[src/rtl/hbm_map.vh]
// Constants for the host bus mastership controller.
`ifndef HBM_MAP_VH
`define HBM_MAP_VH
`define HBM_ACTION_GAP_US      500
`define HBM_CLK_MHZ            50
`define HBM_ACTION_GAP_CYC     (`HBM_ACTION_GAP_US * `HBM_CLK_MHZ)
`define HBM_INT_PULSE_CYC      4'h2
`define HBM_CID_W              5
`define HBM_CID_HI             4
`define HBM_CID_MID            3
`define HBM_CID_LO             2
`define HBM_CID_A3             1
`define HBM_CID_A2             0
`define HBM_BASE_LOW_BITS      2'h0
`define HBM_SYNC_RESET         3'h7
`endif

[src/rtl/hbm_pin_sync.v]
// Three-stage input synchroniser that reports a level once two stages agree.
`timescale 1ns/1ps
module hbm_pin_sync #(
	parameter RESET_LEVEL = 1'b1
) (
	// Clock and reset.
	input  wire clock_i,
	input  wire reset_i,
	// Pin and clean level.
	input  wire pin_i,
	output reg  level_o
);
	reg [2:0] stage;

	always @(posedge clock_i or posedge reset_i) begin
		if (reset_i) begin
			stage   <= {3{RESET_LEVEL}};
			level_o <= RESET_LEVEL;
		end else begin
			stage <= {stage[1:0], pin_i};
			// Only the second and third stages are compared.
			if (stage[1] == stage[2])
				level_o <= stage[2];
		end
	end
endmodule // hbm_pin_sync

[src/rtl/hbm_base_addr.v]
// Forms the control-section start address from the chip code.
`timescale 1ns/1ps
`include "hbm_map.vh"
module hbm_base_addr (
	// Code in.
	input  wire [4:0]  code_i,
	// Address out.
	output wire [31:0] addr_o
);
	assign addr_o = {{10{code_i[`HBM_CID_HI]}},
		{6{code_i[`HBM_CID_MID]}},
		{12{code_i[`HBM_CID_LO]}},
		code_i[`HBM_CID_A3],
		code_i[`HBM_CID_A2],
		`HBM_BASE_LOW_BITS};
endmodule // hbm_base_addr

[src/rtl/hbm_ctrl.v]
// Bus mastership, action and interrupt control of the host bus interface.
`timescale 1ns/1ps
`include "hbm_map.vh"
module hbm_ctrl (
	// Clock and reset.
	input  wire        clock_i,
	input  wire        reset_i,
	// Mode straps: high selects hold/acknowledge mode.
	input  wire        hold_mode_i,
	input  wire        parity_strap_i,
	input  wire [4:0]  chip_base_code_i,
	// Hold-mode arbitration.
	input  wire        bus_release_ack_i,
	output reg         bus_take_req_o,
	output reg         release_ack_passon_o,
	// Grant-mode arbitration; open-drain lines as in/out/enable.
	input  wire        mastership_grant_n_i,
	input  wire        bus_claim_n_i,
	output reg         bus_claim_n_o,
	output reg         bus_claim_oe_n_o,
	input  wire        master_claimed_n_i,
	output reg         master_claimed_n_o,
	output reg         master_claimed_oe_n_o,
	output reg         grant_passon_n_o,
	// Host action and bus fault.
	input  wire        action_trigger_n_i,
	input  wire        bus_fault_n_i,
	// Internal engine side: transfer wish, cycle status, events.
	input  wire        xfer_pending_i,
	input  wire        cycle_done_i,
	input  wire        cycle_ctrl_read_i,
	input  wire        evt_error_i,
	input  wire        evt_frame_i,
	input  wire        queue_write_i,
	output reg         bus_owned_o,
	output reg         action_req_o,
	output reg         action_fail_o,
	output reg         cycle_abort_o,
	output reg         int_pending_o,
	output reg  [31:0] ctrl_base_o,
	output reg         parity_mode_o,
	output reg         int_o
);
	localparam ST_IDLE = 2'h0;
	localparam ST_REQ  = 2'h1;
	localparam ST_OWN  = 2'h2;
	localparam ST_WAIT = 2'h3;

	wire        ack_s;
	wire        grant_n_s;
	wire        claim_n_s;
	wire        mclaim_n_s;
	wire        action_n_s;
	wire        fault_n_s;
	wire [31:0] base_addr;

	reg  [1:0]  state;
	reg  [1:0]  next_state;
	reg         action_n_d;
	reg         fault_n_d;
	reg         int_latched;
	reg         done_seen;
	reg         suspended;
	reg         captured;
	reg  [3:0]  int_cnt;
	// Next values of the registered arbitration pins.
	reg         next_take;
	reg         next_passon;
	reg         next_claim_oe_n;
	reg         next_mclaim_oe_n;
	reg         next_gpass_n;
	reg         next_owned;

	// Every arbitration, trigger and fault pin passes the three-flop filter, so a level must stand for at
	// least two clocks; shorter pulses, on the trigger too, are ignored.
	hbm_pin_sync #(.RESET_LEVEL(1'b0)) u_ack (
		.clock_i (clock_i),
		.reset_i (reset_i),
		.pin_i   (bus_release_ack_i),
		.level_o (ack_s)
	);
	hbm_pin_sync #(.RESET_LEVEL(1'b1)) u_grant (
		.clock_i (clock_i),
		.reset_i (reset_i),
		.pin_i   (mastership_grant_n_i),
		.level_o (grant_n_s)
	);
	hbm_pin_sync #(.RESET_LEVEL(1'b1)) u_claim (
		.clock_i (clock_i),
		.reset_i (reset_i),
		.pin_i   (bus_claim_n_i),
		.level_o (claim_n_s)
	);
	hbm_pin_sync #(.RESET_LEVEL(1'b1)) u_mclaim (
		.clock_i (clock_i),
		.reset_i (reset_i),
		.pin_i   (master_claimed_n_i),
		.level_o (mclaim_n_s)
	);
	hbm_pin_sync #(.RESET_LEVEL(1'b1)) u_action (
		.clock_i (clock_i),
		.reset_i (reset_i),
		.pin_i   (action_trigger_n_i),
		.level_o (action_n_s)
	);
	hbm_pin_sync #(.RESET_LEVEL(1'b1)) u_fault (
		.clock_i (clock_i),
		.reset_i (reset_i),
		.pin_i   (bus_fault_n_i),
		.level_o (fault_n_s)
	);

	hbm_base_addr u_base (
		.code_i (chip_base_code_i),
		.addr_o (base_addr)
	);

	// The claim pins read back our own drive too, so the lines count as free
	// only while nobody, ourselves included, pulls them low.
	wire peer_owner = !mclaim_n_s && (state != ST_OWN);
	wire lines_free = claim_n_s && mclaim_n_s;
	// The action and transfer engines share one request; a suspended
	// action holds back both until the host triggers again.
	wire want       = (xfer_pending_i || action_req_o) && !suspended;

	always @* begin
		next_state = state;
		case (state)
			ST_IDLE: begin
				if (want) begin
					if (hold_mode_i) begin
						if (!ack_s)
							next_state = ST_REQ;
					end else if (lines_free) begin
						next_state = ST_REQ;
					end
				end
			end
			ST_REQ: begin
				if (hold_mode_i) begin
					if (ack_s)
						next_state = ST_OWN;
				// A grant while another master still holds the bus is not ours.
				end else if (!grant_n_s && !peer_owner) begin
					next_state = ST_OWN;
				end
			end
			ST_OWN: begin
				// With no request left, we keep the bus while cycle_done_i is high and let go once it is low.
				if (!want && !cycle_done_i)
					next_state = ST_WAIT;
			end
			ST_WAIT: begin
				if (hold_mode_i ? !ack_s : lines_free)
					next_state = ST_IDLE;
			end
			default: next_state = ST_IDLE;
		endcase
	end

	always @(posedge clock_i or posedge reset_i) begin
		if (reset_i)
			state <= ST_IDLE;
		else
			state <= next_state;
	end

	// Next pin values other than the ack pass-on follow next_state so that
	// pins and state change on one edge.
	always @* begin
		next_take = hold_mode_i &&
			((next_state == ST_REQ) || (next_state == ST_OWN));
		next_passon = hold_mode_i && ack_s && (state == ST_IDLE);
		next_claim_oe_n = !(!hold_mode_i && (next_state == ST_REQ));
		next_mclaim_oe_n = !(!hold_mode_i && (next_state == ST_OWN));
		// Hold the grant back from the edge on which we decide to claim, or
		// it would reach the next device while our own claim is low.
		if (hold_mode_i || (next_state != ST_IDLE))
			next_gpass_n = 1'b1;
		else
			next_gpass_n = grant_n_s;
		next_owned = (next_state == ST_OWN);
	end

	// Arbitration pins, all registered.
	always @(posedge clock_i or posedge reset_i) begin
		if (reset_i) begin
			bus_take_req_o        <= 1'b0;
			release_ack_passon_o  <= 1'b0;
			bus_claim_n_o         <= 1'b1;
			bus_claim_oe_n_o      <= 1'b1;
			master_claimed_n_o    <= 1'b1;
			master_claimed_oe_n_o <= 1'b1;
			grant_passon_n_o      <= 1'b1;
			bus_owned_o           <= 1'b0;
		end else begin
			bus_take_req_o        <= next_take;
			release_ack_passon_o  <= next_passon;
			bus_claim_n_o         <= 1'b0;
			bus_claim_oe_n_o      <= next_claim_oe_n;
			master_claimed_n_o    <= 1'b0;
			master_claimed_oe_n_o <= next_mclaim_oe_n;
			grant_passon_n_o      <= next_gpass_n;
			bus_owned_o           <= next_owned;
		end
	end

	// Action trigger and bus fault handling.
	always @(posedge clock_i or posedge reset_i) begin
		if (reset_i) begin
			action_n_d    <= 1'b1;
			fault_n_d     <= 1'b1;
			action_req_o  <= 1'b0;
			action_fail_o <= 1'b0;
			cycle_abort_o <= 1'b0;
			suspended     <= 1'b0;
		end else begin
			action_n_d    <= action_n_s;
			fault_n_d     <= fault_n_s;
			action_fail_o <= 1'b0;
			cycle_abort_o <= 1'b0;
			// Edge-detected, so a long fault level ends one cycle only.
			if (!fault_n_s && fault_n_d && bus_owned_o) begin
				cycle_abort_o <= 1'b1;
				if (cycle_ctrl_read_i && action_req_o) begin
					action_fail_o <= 1'b1;
					action_req_o  <= 1'b0;
					suspended     <= 1'b1;
				end
			end else if (action_req_o && !xfer_pending_i &&
				cycle_done_i) begin
				action_req_o <= 1'b0;
			end
			// A new trigger lifts a suspension and restarts the action.
			if (!action_n_s && action_n_d) begin
				action_req_o <= 1'b1;
				suspended    <= 1'b0;
			end
		end
	end

	// Interrupt pulse aligned with each queue write.
	// A queue write that finds no pending event gives no pulse, so the
	// engine writes the queue only after int_pending_o is seen.
	always @(posedge clock_i or posedge reset_i) begin
		if (reset_i) begin
			int_latched   <= 1'b0;
			done_seen     <= 1'b0;
			int_cnt       <= 4'h0;
			int_pending_o <= 1'b0;
			int_o         <= 1'b0;
		end else begin
			done_seen <= action_req_o;
			// Sources: errors, frames, completed or failed actions.
			if (evt_error_i || evt_frame_i || action_fail_o ||
				(done_seen && !action_req_o))
				int_latched <= 1'b1;
			else if (queue_write_i)
				int_latched <= 1'b0;
			if (queue_write_i && (int_latched || int_pending_o))
				int_cnt <= `HBM_INT_PULSE_CYC;
			else if (int_cnt != 4'h0)
				int_cnt <= int_cnt - 4'h1;
			int_pending_o <= int_latched;
			int_o <= hold_mode_i ? (int_cnt != 4'h0)
				: (int_cnt == 4'h0);
		end
	end

	// The parity and base-code straps are caught once, after reset is released; hold_mode_i is used live.
	always @(posedge clock_i or posedge reset_i) begin
		if (reset_i) begin
			captured      <= 1'b0;
			parity_mode_o <= 1'b0;
			ctrl_base_o   <= 32'h0;
		end else if (!captured) begin
			captured      <= 1'b1;
			parity_mode_o <= hold_mode_i && parity_strap_i;
			ctrl_base_o   <= base_addr;
		end
	end
endmodule // hbm_ctrl

[config.mk]
export PLATFORM = sky130hd
export DESIGN_NAME = hbm_ctrl
export DESIGN_NICKNAME = d
export VERILOG_FILES = /design/src/rtl/hbm_pin_sync.v /design/src/rtl/hbm_base_addr.v /design/src/rtl/hbm_ctrl.v
export VERILOG_INCLUDE_DIRS = /design/src /design/src/rtl
export SDC_FILE = /design/constraint.sdc
export NUM_CORES = 1
export LEC_CHECK = 0
export ABC_AREA = 1
export BUFFER_PORTS_ARGS = -buffer_cell sky130_fd_sc_hd__buf_2
export CORE_MARGIN = 3
export CORE_UTILIZATION = 34
export CTS_CLUSTER_DIAMETER = 100
export DETAILED_ROUTE_END_ITERATION = 12
export MAX_ROUTING_LAYER = met4
export PLACE_DENSITY = 0.55
export SLEW_MARGIN = 10
export SYNTH_ARGS = -nofsm -noshare
export SYNTH_HDL_FRONTEND = slang
export SYNTH_HIERARCHICAL = 1
export SYNTH_SLANG_ARGS = --single-unit
[constraint.sdc]
create_clock -name clock_i -period 2.8 [get_ports clock_i]
set_input_delay 0.14 -clock clock_i [delete_from_list [all_inputs] [get_ports clock_i]]
set_output_delay 0.14 -clock clock_i [all_outputs]
set_load 0.01 [all_outputs]
Word level (Yosys, flattened, before mapping)
Index checks and enable logic that the tools add are counted.
{"block": "totals", "input_bits": 21, "output_inout_bits": 46, "word_cells": 126, "register_bits": 70}
{"block": "op_classes", "n_mux": 27, "n_addsub": 1, "eq_ne": 13, "reduce_logical": 51}
{"cell": "$logic_and A1 B1 Y1", "n": 19}
{"cell": "$mux W2", "n": 9}
{"cell": "$mux W1", "n": 15}
{"cell": "$logic_not A1 Y1", "n": 14}
{"cell": "$reduce_bool A2 Y1", "n": 5}
{"cell": "$mux W4", "n": 2}
{"cell": "$pmux W2 S4", "n": 1}
{"cell": "$logic_or A1 B1 Y1", "n": 7}
{"cell": "$eq A1 B1 Y1", "n": 6}
{"cell": "$eq A2 B2 Y1 const B", "n": 3}
{"cell": "$eq A2 B1 Y1 const B", "n": 2}
{"cell": "$logic_not A4 Y1", "n": 1}
{"cell": "$reduce_and A2 Y1", "n": 2}
{"cell": "$reduce_bool A4 Y1", "n": 1}
{"cell": "$sub A4 B1 Y4 const B", "n": 1}
{"cell": "$ne A3 B1 Y1 const B", "n": 1}
{"cell": "$reduce_bool A3 Y1", "n": 1}
{"cell": "$logic_not A2 Y1", "n": 1}
{"cell": "$ne A2 B2 Y1 const B", "n": 1}

Depth between registers and ports, before layout
Gate-level depths: netlist of the first run.
{"block": "logic_depth", "ltp_word": 10, "ltp_mapped": 11, "depth_no_buf": 11}

By module
Netlist of the first run, hierarchy kept.
{"module": "hbm_ctrl", "seq_area_each_um2": 1433.9, "n_inst": 1, "cells_each": 243, "area_each_um2": 2230.9}
{"module": "hbm_pin_sync at u_action ...", "seq_area_each_um2": 105.1, "n_inst": 5, "cells_each": 9, "area_each_um2": 125.1}
{"module": "hbm_base_addr", "seq_area_each_um2": 0.0, "n_inst": 1, "cells_each": 33, "area_each_um2": 244.0}
{"module": "hbm_pin_sync at u_ack", "seq_area_each_um2": 100.1, "n_inst": 1, "cells_each": 9, "area_each_um2": 120.1}

Worst setup path before layout of the first run
No wires, ideal clock.
{"block": "synth_timing", "path_kind": "register to register", "start": "register u_mclaim.level_o", "end": "register bus_take_req_o", "setup_ps": 113, "required_time_ps": 2687, "t_arrival_ps": 1309, "n_path_buf": 0, "setup_slack_ps": 1379, "period_less_slack_ps": 1421, "stages_incl_launch_ff": 11, "cell_sequence": "dfstp_2 -> inv_1 -> nand2_1 -> nand2_1 -> nand2_1 -> nand2_1 -> nor2_1 -> inv_1 -> ha_1 -> nand2_1 -> inv_1"}
{"block": "synth_between", "elab_chain_len": 10, "elab_cells_between_ends": 17, "cone_classes": "eq/ne (2); mux (8); reduce/logical (7)"}
{"item": "from (decl)", "line_no": "hbm_pin_sync.v:11", "source": "output reg level_o"}
{"item": "from (signal assigned)", "line_no": "hbm_pin_sync.v:23", "source": "level_o <= stage[2];"}
{"item": "$logic_not A1 Y1", "line_no": "hbm_ctrl.v:120", "source": "wire peer_owner = !mclaim_n_s && (state != ST_OWN);"}
{"item": "$logic_and A1 B1 Y1", "line_no": "hbm_ctrl.v:120"}
{"item": "$logic_not A1 Y1", "line_no": "hbm_ctrl.v:144", "source": "end else if (!grant_n_s && !peer_owner) begin"}
{"item": "$logic_and A1 B1 Y1", "line_no": "hbm_ctrl.v:144"}
{"item": "$mux W2", "line_no": "hbm_ctrl.v:144"}
{"item": "$mux W2", "line_no": "hbm_ctrl.v:140", "source": "if (hold_mode_i) begin"}
{"item": "$pmux W2 S4 *", "line_no": "hbm_ctrl.v:128", "source": "case (state)"}
{"item": "net next_state[1]", "line_no": "hbm_ctrl.v:58", "source": "reg [1:0] next_state;"}
{"item": "$eq A2 B1 Y1 / $eq A2 B2 Y1 (equally long branches)", "line_no": "hbm_ctrl.v:172", "source": "((next_state == ST_REQ) || (next_state == ST_OWN));"}
{"item": "$logic_or A1 B1 Y1 *", "line_no": "hbm_ctrl.v:172"}
{"item": "$logic_and A1 B1 Y1 *", "line_no": "hbm_ctrl.v:171", "source": "next_take = hold_mode_i &&"}
{"item": "net next_take", "line_no": "hbm_ctrl.v:67", "source": "reg next_take;"}
{"item": "to (signal assigned)", "line_no": "hbm_ctrl.v:197", "source": "bus_take_req_o <= next_take;"}
{"item": "to (decl)", "line_no": "hbm_ctrl.v:14", "source": "output reg bus_take_req_o,"}
The timed path passes the listed nets; every way through them passes the cells marked *.
A chain may end at the register's enable or synchronous reset.

Worst setup path in the final report of the first run
Same ends and word-level chain as after synthesis.

==> results of run 1 <==
## routing by layer
metal	GRT usage, %	vias to the layer above	share of wire, %
li1	-	1056	-
met1	15.2	960	48
met2	16.5	50	45
met3	4.83	8	6.1
met4	3.69	0	1.1
met5	-	-	0
## sequential cells by signal (all words and copies together) (netlist names), 2 cells and up
name,count
u_ack/stage,3
u_grant/stage,3
u_fault/stage,3
u_claim/stage,3
u_mclaim/stage,3
ctrl_base_o,32
state,2
u_action/stage,3
int_cnt,4
## worst max-delay path by stage
| stage | from | endpoint | slack, ps |
|---|---|---|---|
| 2_1_floorplan | reset_i | action_fail_o$_DFF_PP0_ | 1270 |
| 3_3_place_gp | u_mclaim/level_o$_DFFE_PP1N_ | bus_take_req_o$_DFF_PP0_ | 1310 |
| 3_5_place_dp | u_mclaim/level_o$_DFFE_PP1N_ | bus_take_req_o$_DFF_PP0_ | 1260 |
| 4_1_cts | u_mclaim/level_o$_DFFE_PP1N_ | bus_take_req_o$_DFF_PP0_ | 1250 |
| 5_1_grt | u_mclaim/level_o$_DFFE_PP1N_ | bus_take_req_o$_DFF_PP0_ | 1080 |
| 6_report | u_mclaim/level_o$_DFFE_PP1N_ | bus_take_req_o$_DFF_PP0_ | 1250 |
## power by group through the flow
| stage | combinational (mW) | clock, mW | sequential (mW) |
|---|---|---|---|
| CTS | 0.538 | 0.828 | 1.44 |
| global placement | 0.515 | 0 | 1.46 |
| global route | 0.622 | 0.875 | 1.46 |
| finish | 0.528 | 0.782 | 1.44 |
| floorplan | 0.334 | 0 | 1.49 |
| detailed placement | 0.524 | 0 | 1.46 |
## per-stage QoR
step           setup WS (ps)  area (um^2)  hold WS [ps]  instances
6_report                1250         3750          33.8        513
3_3_place_gp            1310         3440           100        485
4_1_cts                 1250         3750          11.7        513
2_1_floorplan           1270         3220         -93.9        331
5_1_grt                 1080         3750          43.5        513
3_5_place_dp            1260         3440           111        485
## kinds of logic after synthesis
group,after synthesis,synth area share [%]
adders and majority gates,4,1.55
and+or+nand+nor,151,18.0
other,3,0.350
DFF,81,63.9
AOI/OAI and AO/OA,17,2.95
buffers and inverters,71,12.4
xor gates and xnor gates,3,0.816
## area by class of cell
class / instances / area share [%]
Clock inverter: 7 / 1.54
Clock buffer: 9 / 3.31
Multi-Input combinational cell: 179 / 20.4
Timing Repair Buffer: 80 / 12.4
Sequential cell: 81 / 55.0
Tap cell: 126 / 4.21
Inverter: 31 / 3.11
## cell usage in the layout (no fill, tap or decap)
cell	instances
nand2_1	124
buf_2	66
dfrtp_1	55
inv_1	28
dfstp_2	26
nor2_1	20
dlygate4sd3_1	12
a21oi_1	9
clkbuf_8	9
o21ai_1	5
inv_6	5
ha_1	4
conb_1	4
inv_2	3
nand3_1	2
nor3_1	2
xnor2_1	2
nand2_2	2
buf_4	2
o221ai_1	1
o21ai_2	1
xor2_1	1
o211ai_1	1
nor2b_1	1
clkinv_4	1
clkinv_2	1
## cell usage after synthesis (all sizes together)
| library cell | number | area [um^2] |
|---|---|---|
| inv | 31 | 116 |
| xor2 | 1 | 8.76 |
| o221ai | 1 | 8.76 |
| xnor2 | 2 | 17.5 |
| nor3 | 2 | 10.0 |
| o21ai | 6 | 33.8 |
| dfrtp | 55 | 1380 |
| conb | 3 | 11.3 |
| nand3 | 2 | 10.0 |
| nor2 | 20 | 75.1 |
| dfstp | 26 | 683 |
| buf | 40 | 283 |
| o211ai | 1 | 7.51 |
| a21oi | 9 | 45.0 |
| ha | 4 | 50.1 |
| nand2 | 126 | 478 |
| nor2b | 1 | 6.26 |
## timing repair
| item | CTS | global route |
|---|---|---|
| setup endpoints to repair | 0 | 0 |
| endpoints found under the hold margin | 34 | 0 |
| hold buffers | 12 | 0 |
| setup buffers | 0 | 0 |
==> impl_results.md, run 1 <==
- Max clock buf depth: 2
- Area grow syn2layout: 16.3%
- Sequence of cells on the critical path: inv_1 > nand2_1 > nand2_1 > nand2_1 > nand2_1 > nor2_1 > inv_1 > ha_1 > nand2_1 > inv_1
- Nets: 407
- Crit-path max FO: 3
- Root Driver: clkbuf_8
- Number of port buffers: 66
- Hold Crit Class: primary input to flip-flop
- LEAKAGE: 2.00 nW
- Synthesis warning total: 6
- Crit end category: flip-flop
- Pwr Density: 734 nW/um^2
- Int Pwr: 1.90 mW
- Share of post-route cells with drive strength above 1: 30.0%
- Run status: complete, no violations
- Final hold violation count: 0
- Synthesized area per cell: slightly below 10 um^2
- Largest net degree at the start of global routing: between 40 and 50
- H-tree Lvls: 3
- R2r setup slk: roughly 1200 ps
- Fmax: 644 MHz
- Global placer's final weighted congestion: 0.807
- Post_cts resized: 0
- Post-synth cell types: 21
- Via count: slightly above 2,000
- WP depth: 10
- Initial antenna violation count: 0
- Most common cell type on the critical path: nand2_1
- Hpwl dp: 3850 um
- Starting DRT DRC Count: 66
- DRT Wirelength: between 5000 and 6000 um
- Die H: 103 um
- Drt wl/cell: 11.0 um
- Flops & latches, synth: 81
- RSZ-0062 raised after global routing: false
- Fin crit share: between 50% and 60%
- Worst min-delay path endpoint: int_latched$_DFFE_PP0P_
- CTS clk-pin slew, worst paths: 90 ps
- Critical-path top delay cell: dfstp_2
- Tot GR Track Use: 11.7%
- Hold Path Depth: 2
- Clk_lat worst skew: between 300 and 400 ps
- # rows: 34
- Wire length of the first global-routing pass: 9270 um
- Multi-input logic area: 766 um^2
- Residual DRC: 0
- Sequential Area: 2060 um^2
- Layout Utilization: between 40% and 50%
- Flop pwr share: a little over half
- TritonCTS Buffers: 9
- Critical Path AT: 1800 ps
- Sw power: 849 uW
- Logic pwr share: 19.2%
- R2R Path End: bus_take_req_o$_DFF_PP0_
- Kind of cell adding the most delay to the critical path: flip-flops
- Switch share: 30.9%
- Starting Density: 35.9%
- Worst reg2reg startpoint: u_mclaim/level_o$_DFFE_PP1N_
- Via density per instance: 4.04
- Overflow after GRT: 0
- Sequential area share after synthesis: 63.9%
- Critical path class: flip-flop to flip-flop
- Worst IR Drop VDD: ~370 uV
- Post-Syn Area: around 3200 um^2
- CTS tree: built
- Slew Viols, Final: 0
- WP data required: 3050 ps
- Max Cap Viol: 0
- Reg2reg path depth: 10
- Cells after Synth: 330
- Worst path max stage delay: 550 ps
- HP Start: queue_write_i
- Final ANT Viol Nets: 0
- Clock Skew: 8.42 ps
- CP bufs+invs: 3
- Worst setup SP type: flip-flop
- Clock sinks: 81
- Total power: 2.75 mW
- Filler instances: between 900 and 1,000
- Slew @ Worst Pin: 940 ps
- Pre-Repair DR Iteration Count: 4
- Die area: around 11,000 um^2
- Die X: 103 um
- Core Area: ~9000 um^2
- Vias in the first global route: 1,972
- IO Pins: 67
- Power share of the clock group: 28.4%
- Antenna cell count: 0
- Sum of negative setup slack: 0 ps
- Worst slew margin: 37.2%
- Final critical-path required period: ~1600 ps
- Final Setup Violations: 0
Power figures use the tool's default switching activity.
==> run 2: changes to the inputs <==
clock period = 1.49 ns   (was 2.8 ns; I/O delays follow)
==> run 2 against run 1 <==
The flow now finishes with violations (setup timing). Clock power increased by 84%. Clock skew increased by 1.2 ps. Final area increased by 5.4%. Hold slack improved by 15 ps. Die area unchanged. Global-route usage increased by 0.38 points. Combinational power increased to 2.8 times the previous value. Non-clock buffer count increased by 10. Setup slack got worse by 1300 ps.
==> impl_results.md, run 2 (synthesis gave the netlist of run 1 again) <==
- Run status: finished with violations (was complete, no violations)
- Violated checks: setup timing
- Slew Viols, Final: 0 (unchanged)
- Final critical-path required period: 1500 ps (was 1550 ps)
- R2R Path End: bus_take_req_o$_DFF_PP0_ (unchanged)
- Largest net degree at the start of global routing: 45 (was 46)
- Die area: 10,700 um^2 (unchanged)
- CTS tree: built (unchanged)
- Worst min-delay path endpoint: ctrl_base_o[24]$_DFFE_PP0N_ (was int_latched$_DFFE_PP0P_)
- Hold Crit Class: primary input to flip-flop (unchanged)
- Worst setup SP type: flip-flop (unchanged)
- Fin crit share: 100% (was 55.5%)
- Worst reg2reg startpoint: u_mclaim/level_o$_DFFE_PP1N_ (unchanged)
- Number of port buffers: 66 (unchanged)
- Area grow syn2layout: 22.6% (was 16.3%)
- Crit end category: flip-flop (unchanged)
- Fmax: 668 MHz (was 644 MHz)
- Overflow after GRT: 0 (unchanged)
- Worst path max stage delay: 560 ps (was 550 ps)
- Final Setup Violations: 1 (was 0)
- RSZ-0062 raised after global routing: true (was false)
- Critical-path top delay cell: dfstp_2 (unchanged)
- Clock sinks: 81 (unchanged)
- Critical Path AT: 1740 ps (was 1800 ps)
- Via density per instance: 4.14 (was 4.04)
- Pre-Repair DR Iteration Count: 4 (unchanged)
- CTS clk-pin slew, worst paths: 80 ps (was 90 ps)
- Most frequent cells in the layout: 119 x nand2_1, 66 x buf_2, 55 x dfrtp_1 (was 124 x nand2_1, 66 x buf_2, 55 x dfrtp_1)
- Core Area: 8980 um^2 (unchanged)
- Commonest non-fill, non-tap cell in the layout: nand2_1 (unchanged)
- TritonCTS Buffers: 9 (unchanged)
- Final hold violation count: 0 (unchanged)
- IO Pins: 67 (unchanged)
- Nets: 417 (was 407)
- Final ANT Viol Nets: 0 (unchanged)
- Hold Path Depth: 3 (was 2)
- Reg2reg path depth: 9 (was 10)
- Setup ws final: -6.24 ps (was 1250 ps)
- Max clock buf depth: 2 (unchanged)
- Via count: 2,163 (was 2,074)
- Multi-input logic area: 867 um^2 (was 766 um^2)
- Clock Skew: 9.66 ps (was 8.42 ps)
- Slew @ Worst Pin: 554 ps (was 940 ps)
- Vias in the first global route: 2,066 (was 1,972)
- Initial antenna violation count: 0 (unchanged)
- Max Cap Viol: 0 (unchanged)
- Starting Density: 35.9% (unchanged)
- Filler instances: 871 (was 905)
- H-tree Lvls: 3 (unchanged)
- Design Area, Final: 3950 um^2 (was 3750 um^2)
- WP data required: 1730 ps (was 3050 ps)
- Wire length of the first global-routing pass: 9520 um (was 9270 um)
- Residual DRC: 0 (unchanged)
- Pwr Density: 1420 nW/um^2 (was 734 nW/um^2)
- Most common cell type on the critical path: nand2_2 (was nand2_1)
- Global placer's final weighted congestion: 0.842 (was 0.807)
- Tot GR Track Use: 12.0% (was 11.7%)
- # rows: 34 (unchanged)
- Worst IR Drop VDD: 638 uV (was 369 uV)
- HP Start: chip_base_code_i[4] (was queue_write_i)
- Cell Area, Placed: 3470 um^2 (was 3440 um^2)
- Starting DRT DRC Count: 94 (was 66)
- Max FFs per register: 32 (unchanged)
- Share of post-route cells with drive strength above 1: 34.8% (was 30.0%)
- Antenna cell count: 0 (unchanged)
- Hpwl dp: 3800 um (was 3850 um)
- Die H: 103 um (unchanged)
- Sequential Area: 2060 um^2 (unchanged)
- Drt wl/cell: 11.2 um (was 11.0 um)
- Clk_lat worst skew: 340 ps (about the same)
- Worst slew margin: 63.0% (was 37.2%)
- Die X: 103 um (unchanged)
- Root Driver: clkbuf_8 (unchanged)
- Critical path class: flip-flop to flip-flop (unchanged)
- WHS: 48.8 ps (was 33.8 ps)
- DRT Wirelength: 5870 um (was 5630 um)
- LEAKAGE: 2.06 nW (was 2.00 nW)
- R2r setup slk: -6 ps (was 1250 ps)
- Crit-path max FO: 3 (unchanged)
- Biggest register: ctrl_base_o (unchanged)
- Sequence of cells on the critical path: nand2_2 > nand2_2 > nand2_4 > nand2_2 > nand2_2 > o21ai_4 > ha_4 > nand2_2 > inv_1 (was inv_1 > nand2_1 > nand2_1 > nand2_1 > nand2_1 > nor2_1 > inv_1 > ha_1 > nand2_1 > inv_1)
- Regs by FF count: ctrl_base_o x32, int_cnt x4 (unchanged)
[run 2: what timing repair did]
item,in CTS,in global routing
hold buffers,16,0
endpoints found under the hold margin,51,0
setup endpoints to repair,1,4
setup buffers,2,2
gates resized for setup,3,23
pin swaps,1,5
[run 2: stage by stage]
stage | std cells | total power [mW] | util, % | worst slack, ps | setup TNS [ps]
final | 523 | 5.62 | 44.0 | -6.24 | -6.24
after global routing | 523 | 6.03 | 44.0 | -69.2 | -171
after CTS | 521 | 5.38 | 42.7 | 0.709 | 0
after detailed placement | 487 | 3.78 | 38.7 | 8.30 | 0
after global placement | 487 | 3.75 | 38.7 | 43.3 | 0
after floorplan | 331 | 3.43 | - | 25.8 | 0
[run 2: report_power, final]
group	total (mW)	leakage [nW]	internal, mW	switching, mW
logic	1.48	1.03	0.662	0.815
clock network	1.44	0.0935	0.653	0.783
registers	2.71	0.942	2.54	0.166
total	5.62	2.06	3.86	1.76
[run 2: critical path: cells and delay by family (launching register included)]
family                     cells  cell delay [ps]
AOI/OAI and AO/OA              1              170
DFF                            1              560
buffers and inverters          1               40
adders and majority gates      1              220
and+or+nand+nor                6              410
[run 2: metal layers]
metal  part of all wire, %  track usage, %  up-vias
li1                      -               -     1080
met5                     0               -        -
met4                  0.36            4.28        0
met3                   5.9            4.83        2
met1                    45            14.3     1021
met2                    48            18.6       60
[run 2: layout make-up]
| type | instances | area share, % |
|---|---|---|
| Sequential cell | 81 | 52.2 |
| Multi-Input combinational cell | 179 | 22.0 |
| Clock buffer | 10 | 3.49 |
| Inverter | 31 | 2.95 |
| Clock inverter | 6 | 1.01 |
| Timing Repair Buffer | 90 | 14.4 |
| Tap cell | 126 | 3.99 |
[run 2: how the worst max path moves through the flow]
stage / endpoint / slack, ps / cells after the start / start
global placement: bus_take_req_o$_DFF_PP0_ / 40 / 9 / u_mclaim/level_o$_DFFE_PP1N_
CTS: bus_take_req_o$_DFF_PP0_ / 0.7 / 10 / u_mclaim/level_o$_DFFE_PP1N_
finish: bus_take_req_o$_DFF_PP0_ / -6 / 9 / u_mclaim/level_o$_DFFE_PP1N_
floorplan: action_fail_o$_DFF_PP0_ / 30 / 1 / reset_i
global route: bus_take_req_o$_DFF_PP0_ / -70 / 10 / u_mclaim/level_o$_DFFE_PP1N_
detailed placement: bus_take_req_o$_DFF_PP0_ / 8 / 10 / u_mclaim/level_o$_DFFE_PP1N_
==> run 3: changes to the inputs <==
SKIP_CTS_REPAIR_TIMING = 1   (was unset)
==> run 3 against run 2 <==
The run now ends clean. Maximum frequency grew 0.46%. Critical path depth grew 1. Clock skew grew 1.1 ps. Via count shrank 0.97%. Final area shrank 1.7%. Cell count shrank 0.57%. Setup slack gained 6.9 ps. Total power shrank 2.7%. Clock power is essentially flat. Critical path type unchanged. Largest power group unchanged.
==> impl_results.md, run 3 (synthesis gave the netlist of run 1 again) <==
- Run status: complete, no violations (was finished with violations)
- Most frequent cells in the layout: 119 x nand2_1, 66 x buf_2, 55 x dfrtp_1 (unchanged)
- CTS clk-pin slew, worst paths: 90 ps (was 80 ps)
- Hold Path Depth: 3 (unchanged)
- Placed cell count: 487 (unchanged)
- Crit end category: flip-flop (unchanged)
- Root Driver: clkbuf_8 (unchanged)
- Tot GR Track Use: 11.5% (was 12.0%)
- Die X: 103 um (unchanged)
- Worst path max stage delay: 560 ps (about the same)
- Overflow after GRT: 0 (unchanged)
- H-tree Lvls: 3 (unchanged)
- Area grow syn2layout: 20.5% (was 22.6%)
- Regs by FF count: ctrl_base_o x32, int_cnt x4 (unchanged)
- Hpwl dp: 3800 um (unchanged)
- Total power: 5.47 mW (was 5.62 mW)
- Critical path class: flip-flop to flip-flop (unchanged)
- Max Cap Viol: 0 (unchanged)
- Final Setup Violations: 0 (was 1)
- # rows: 34 (unchanged)
- Fin cells: 520 (was 523)
- Wire length of the first global-routing pass: 9090 um (was 9520 um)
- Slew Viols, Final: 0 (unchanged)
- Initial antenna violation count: 1 (was 0)
- Global placer's final weighted congestion: 0.842 (unchanged)
- Vias in the first global route: 1,991 (was 2,066)
- Final hold violation count: 0 (unchanged)
- Pwr Density: 1410 nW/um^2 (was 1420 nW/um^2)
- DRT Wirelength: 5750 um (was 5870 um)
- Max FFs per register: 32 (unchanged)
- CTS tree: built (unchanged)
- Clock Skew: 10.7 ps (was 9.66 ps)
- Worst slew margin: 63.6% (was 63.0%)
- Cell Area, Placed: 3470 um^2 (unchanged)
- Residual DRC: 0 (unchanged)
- Hold Crit Class: primary input to flip-flop (unchanged)
- Design Area, Final: 3880 um^2 (was 3950 um^2)
- Via count: 2,142 (was 2,163)
- Reg2reg path depth: 10 (was 9)
- Met1 Usage GRT: 13.5% (was 14.3%)
- Crit-path max FO: 3 (unchanged)
- Critical Path AT: 1730 ps (was 1740 ps)
- Most common cell type on the critical path: nand2_1 (was nand2_2)
- Number of port buffers: 66 (unchanged)
- Die area: 10,700 um^2 (unchanged)
- Worst IR Drop VDD: 640 uV (was 638 uV)
- WP data required: 1730 ps (about the same)
- LEAKAGE: 2.04 nW (was 2.06 nW)
- TritonCTS Buffers: 9 (unchanged)
- Slew @ Worst Pin: 546 ps (was 554 ps)
- Core Area: 8980 um^2 (unchanged)
- Pre-Repair DR Iteration Count: 4 (unchanged)
- Die H: 103 um (unchanged)
- Critical-path top delay cell: dfstp_2 (unchanged)
- Nets: 413 (was 417)
- Biggest register: ctrl_base_o (unchanged)
- Grt peak-use layer: met2 (unchanged)
- RSZ-0062 raised after global routing: true (unchanged)
- Met3 usage: 5.16% (was 4.83%)
- Via density per instance: 4.12 (was 4.14)
- Max clock buf depth: 2 (unchanged)
- Starting DRT DRC Count: 88 (was 94)
- Fmax: 671 MHz (was 668 MHz)
- Commonest non-fill, non-tap cell in the layout: nand2_1 (unchanged)
- IO Pins: 67 (unchanged)
- Worst setup SP type: flip-flop (unchanged)
- Starting Density: 35.9% (unchanged)
- Drt wl/cell: 11.1 um (was 11.2 um)
- Share of post-route cells with drive strength above 1: 33.8% (was 34.8%)
- Final ANT Viol Nets: 0 (unchanged)
- Clock sinks: 81 (unchanged)
- Met2 usage: 17.5% (was 18.6%)
- Layout Utilization: 43.2% (was 44.0%)
- Final critical-path required period: 1490 ps (was 1500 ps)
- Clk_lat worst skew: 340 ps (about the same)
- Fin crit share: 100% (about the same)
- Sequence of cells on the critical path: inv_2 > nand2_1 > nand2_1 > nand2_1 > nand2_2 > nor2_4 > inv_2 > ha_4 > nand2_2 > inv_1 (was nand2_2 > nand2_2 > nand2_4 > nand2_2 > nand2_2 > o21ai_4 > ha_4 > nand2_2 > inv_1)
- Largest net degree at the start of global routing: 45 (unchanged)
==> run 3: cell count changes in the layout (fill, tap and decap cells not counted) <==
cell and change:
ha_1 +1, ha_4 -1, nor2_4 -2, diode_2 +1, nor2_1 +2, dlygate4sd3_1 -2, buf_6 -2
==> run 3: layout make-up <==
type                       instances  area (um^2)
timing repair buffer              86          528
antenna                            1         2.50
multi-input combinational        179          840
clock inverter                     6         40.0
sequential                        81         2060
fill                             878         5090
tap                              126          158
inverter                          31          116
clock buffer                      10          138
==> run 3: per-stage QoR <==
stage	hold slack [ps]	setup WS (ps)	TNS, ps
CTS	-337	-30.3	-30.3
floorplan	-159	25.8	0
finish	2.97	0.641	0
detailed placement	42.1	8.30	0
global placement	36.8	43.3	0
global route	2.79	-74.4	-132
==> run 3: per-layer routing <==
metal | share of wire, % | up-vias
met5 | 0 | -
met4 | 0.61 | 0
met3 | 6.4 | 4
met2 | 48 | 64
met1 | 44 | 1002
li1 | - | 1072
==> run 3: path summary, 6_finish.rpt <==
check | slack, ps | start | end
max in group asynchronous | 620 | reset_i | grant_passon_n_o$_DFF_PP1_
hold reg to reg | 360 | u_ack/stage[0]$_DFF_PP0_ | u_ack/stage[1]$_DFF_PP0_
setup reg to reg | 0.6 | u_mclaim/level_o$_DFFE_PP1N_ | bus_take_req_o$_DFF_PP0_
hold / removal | 3 | hold_mode_i | bus_take_req_o$_DFF_PP0_
setup / recovery | 0.6 | u_mclaim/level_o$_DFFE_PP1N_ | bus_take_req_o$_DFF_PP0_
min in group asynchronous | 220 | reset_i | u_ack/level_o$_DFFE_PP0N_
==> run 3: worst max-delay path: cells and delay by family (launching register included) <==
kind / cells / cell delay, ps
adder cells (fa/ha/maj): 1 / 230
buffers and inverters: 3 / 120
flip-flops: 1 / 560
AND/OR/NAND/NOR: 6 / 480
==> run 3: report_power, final <==
group	switching, mW	internal [mW]
Clock	0.780	0.653
Sequential	0.164	2.54
Combinational	0.747	0.583
Total	1.69	3.78
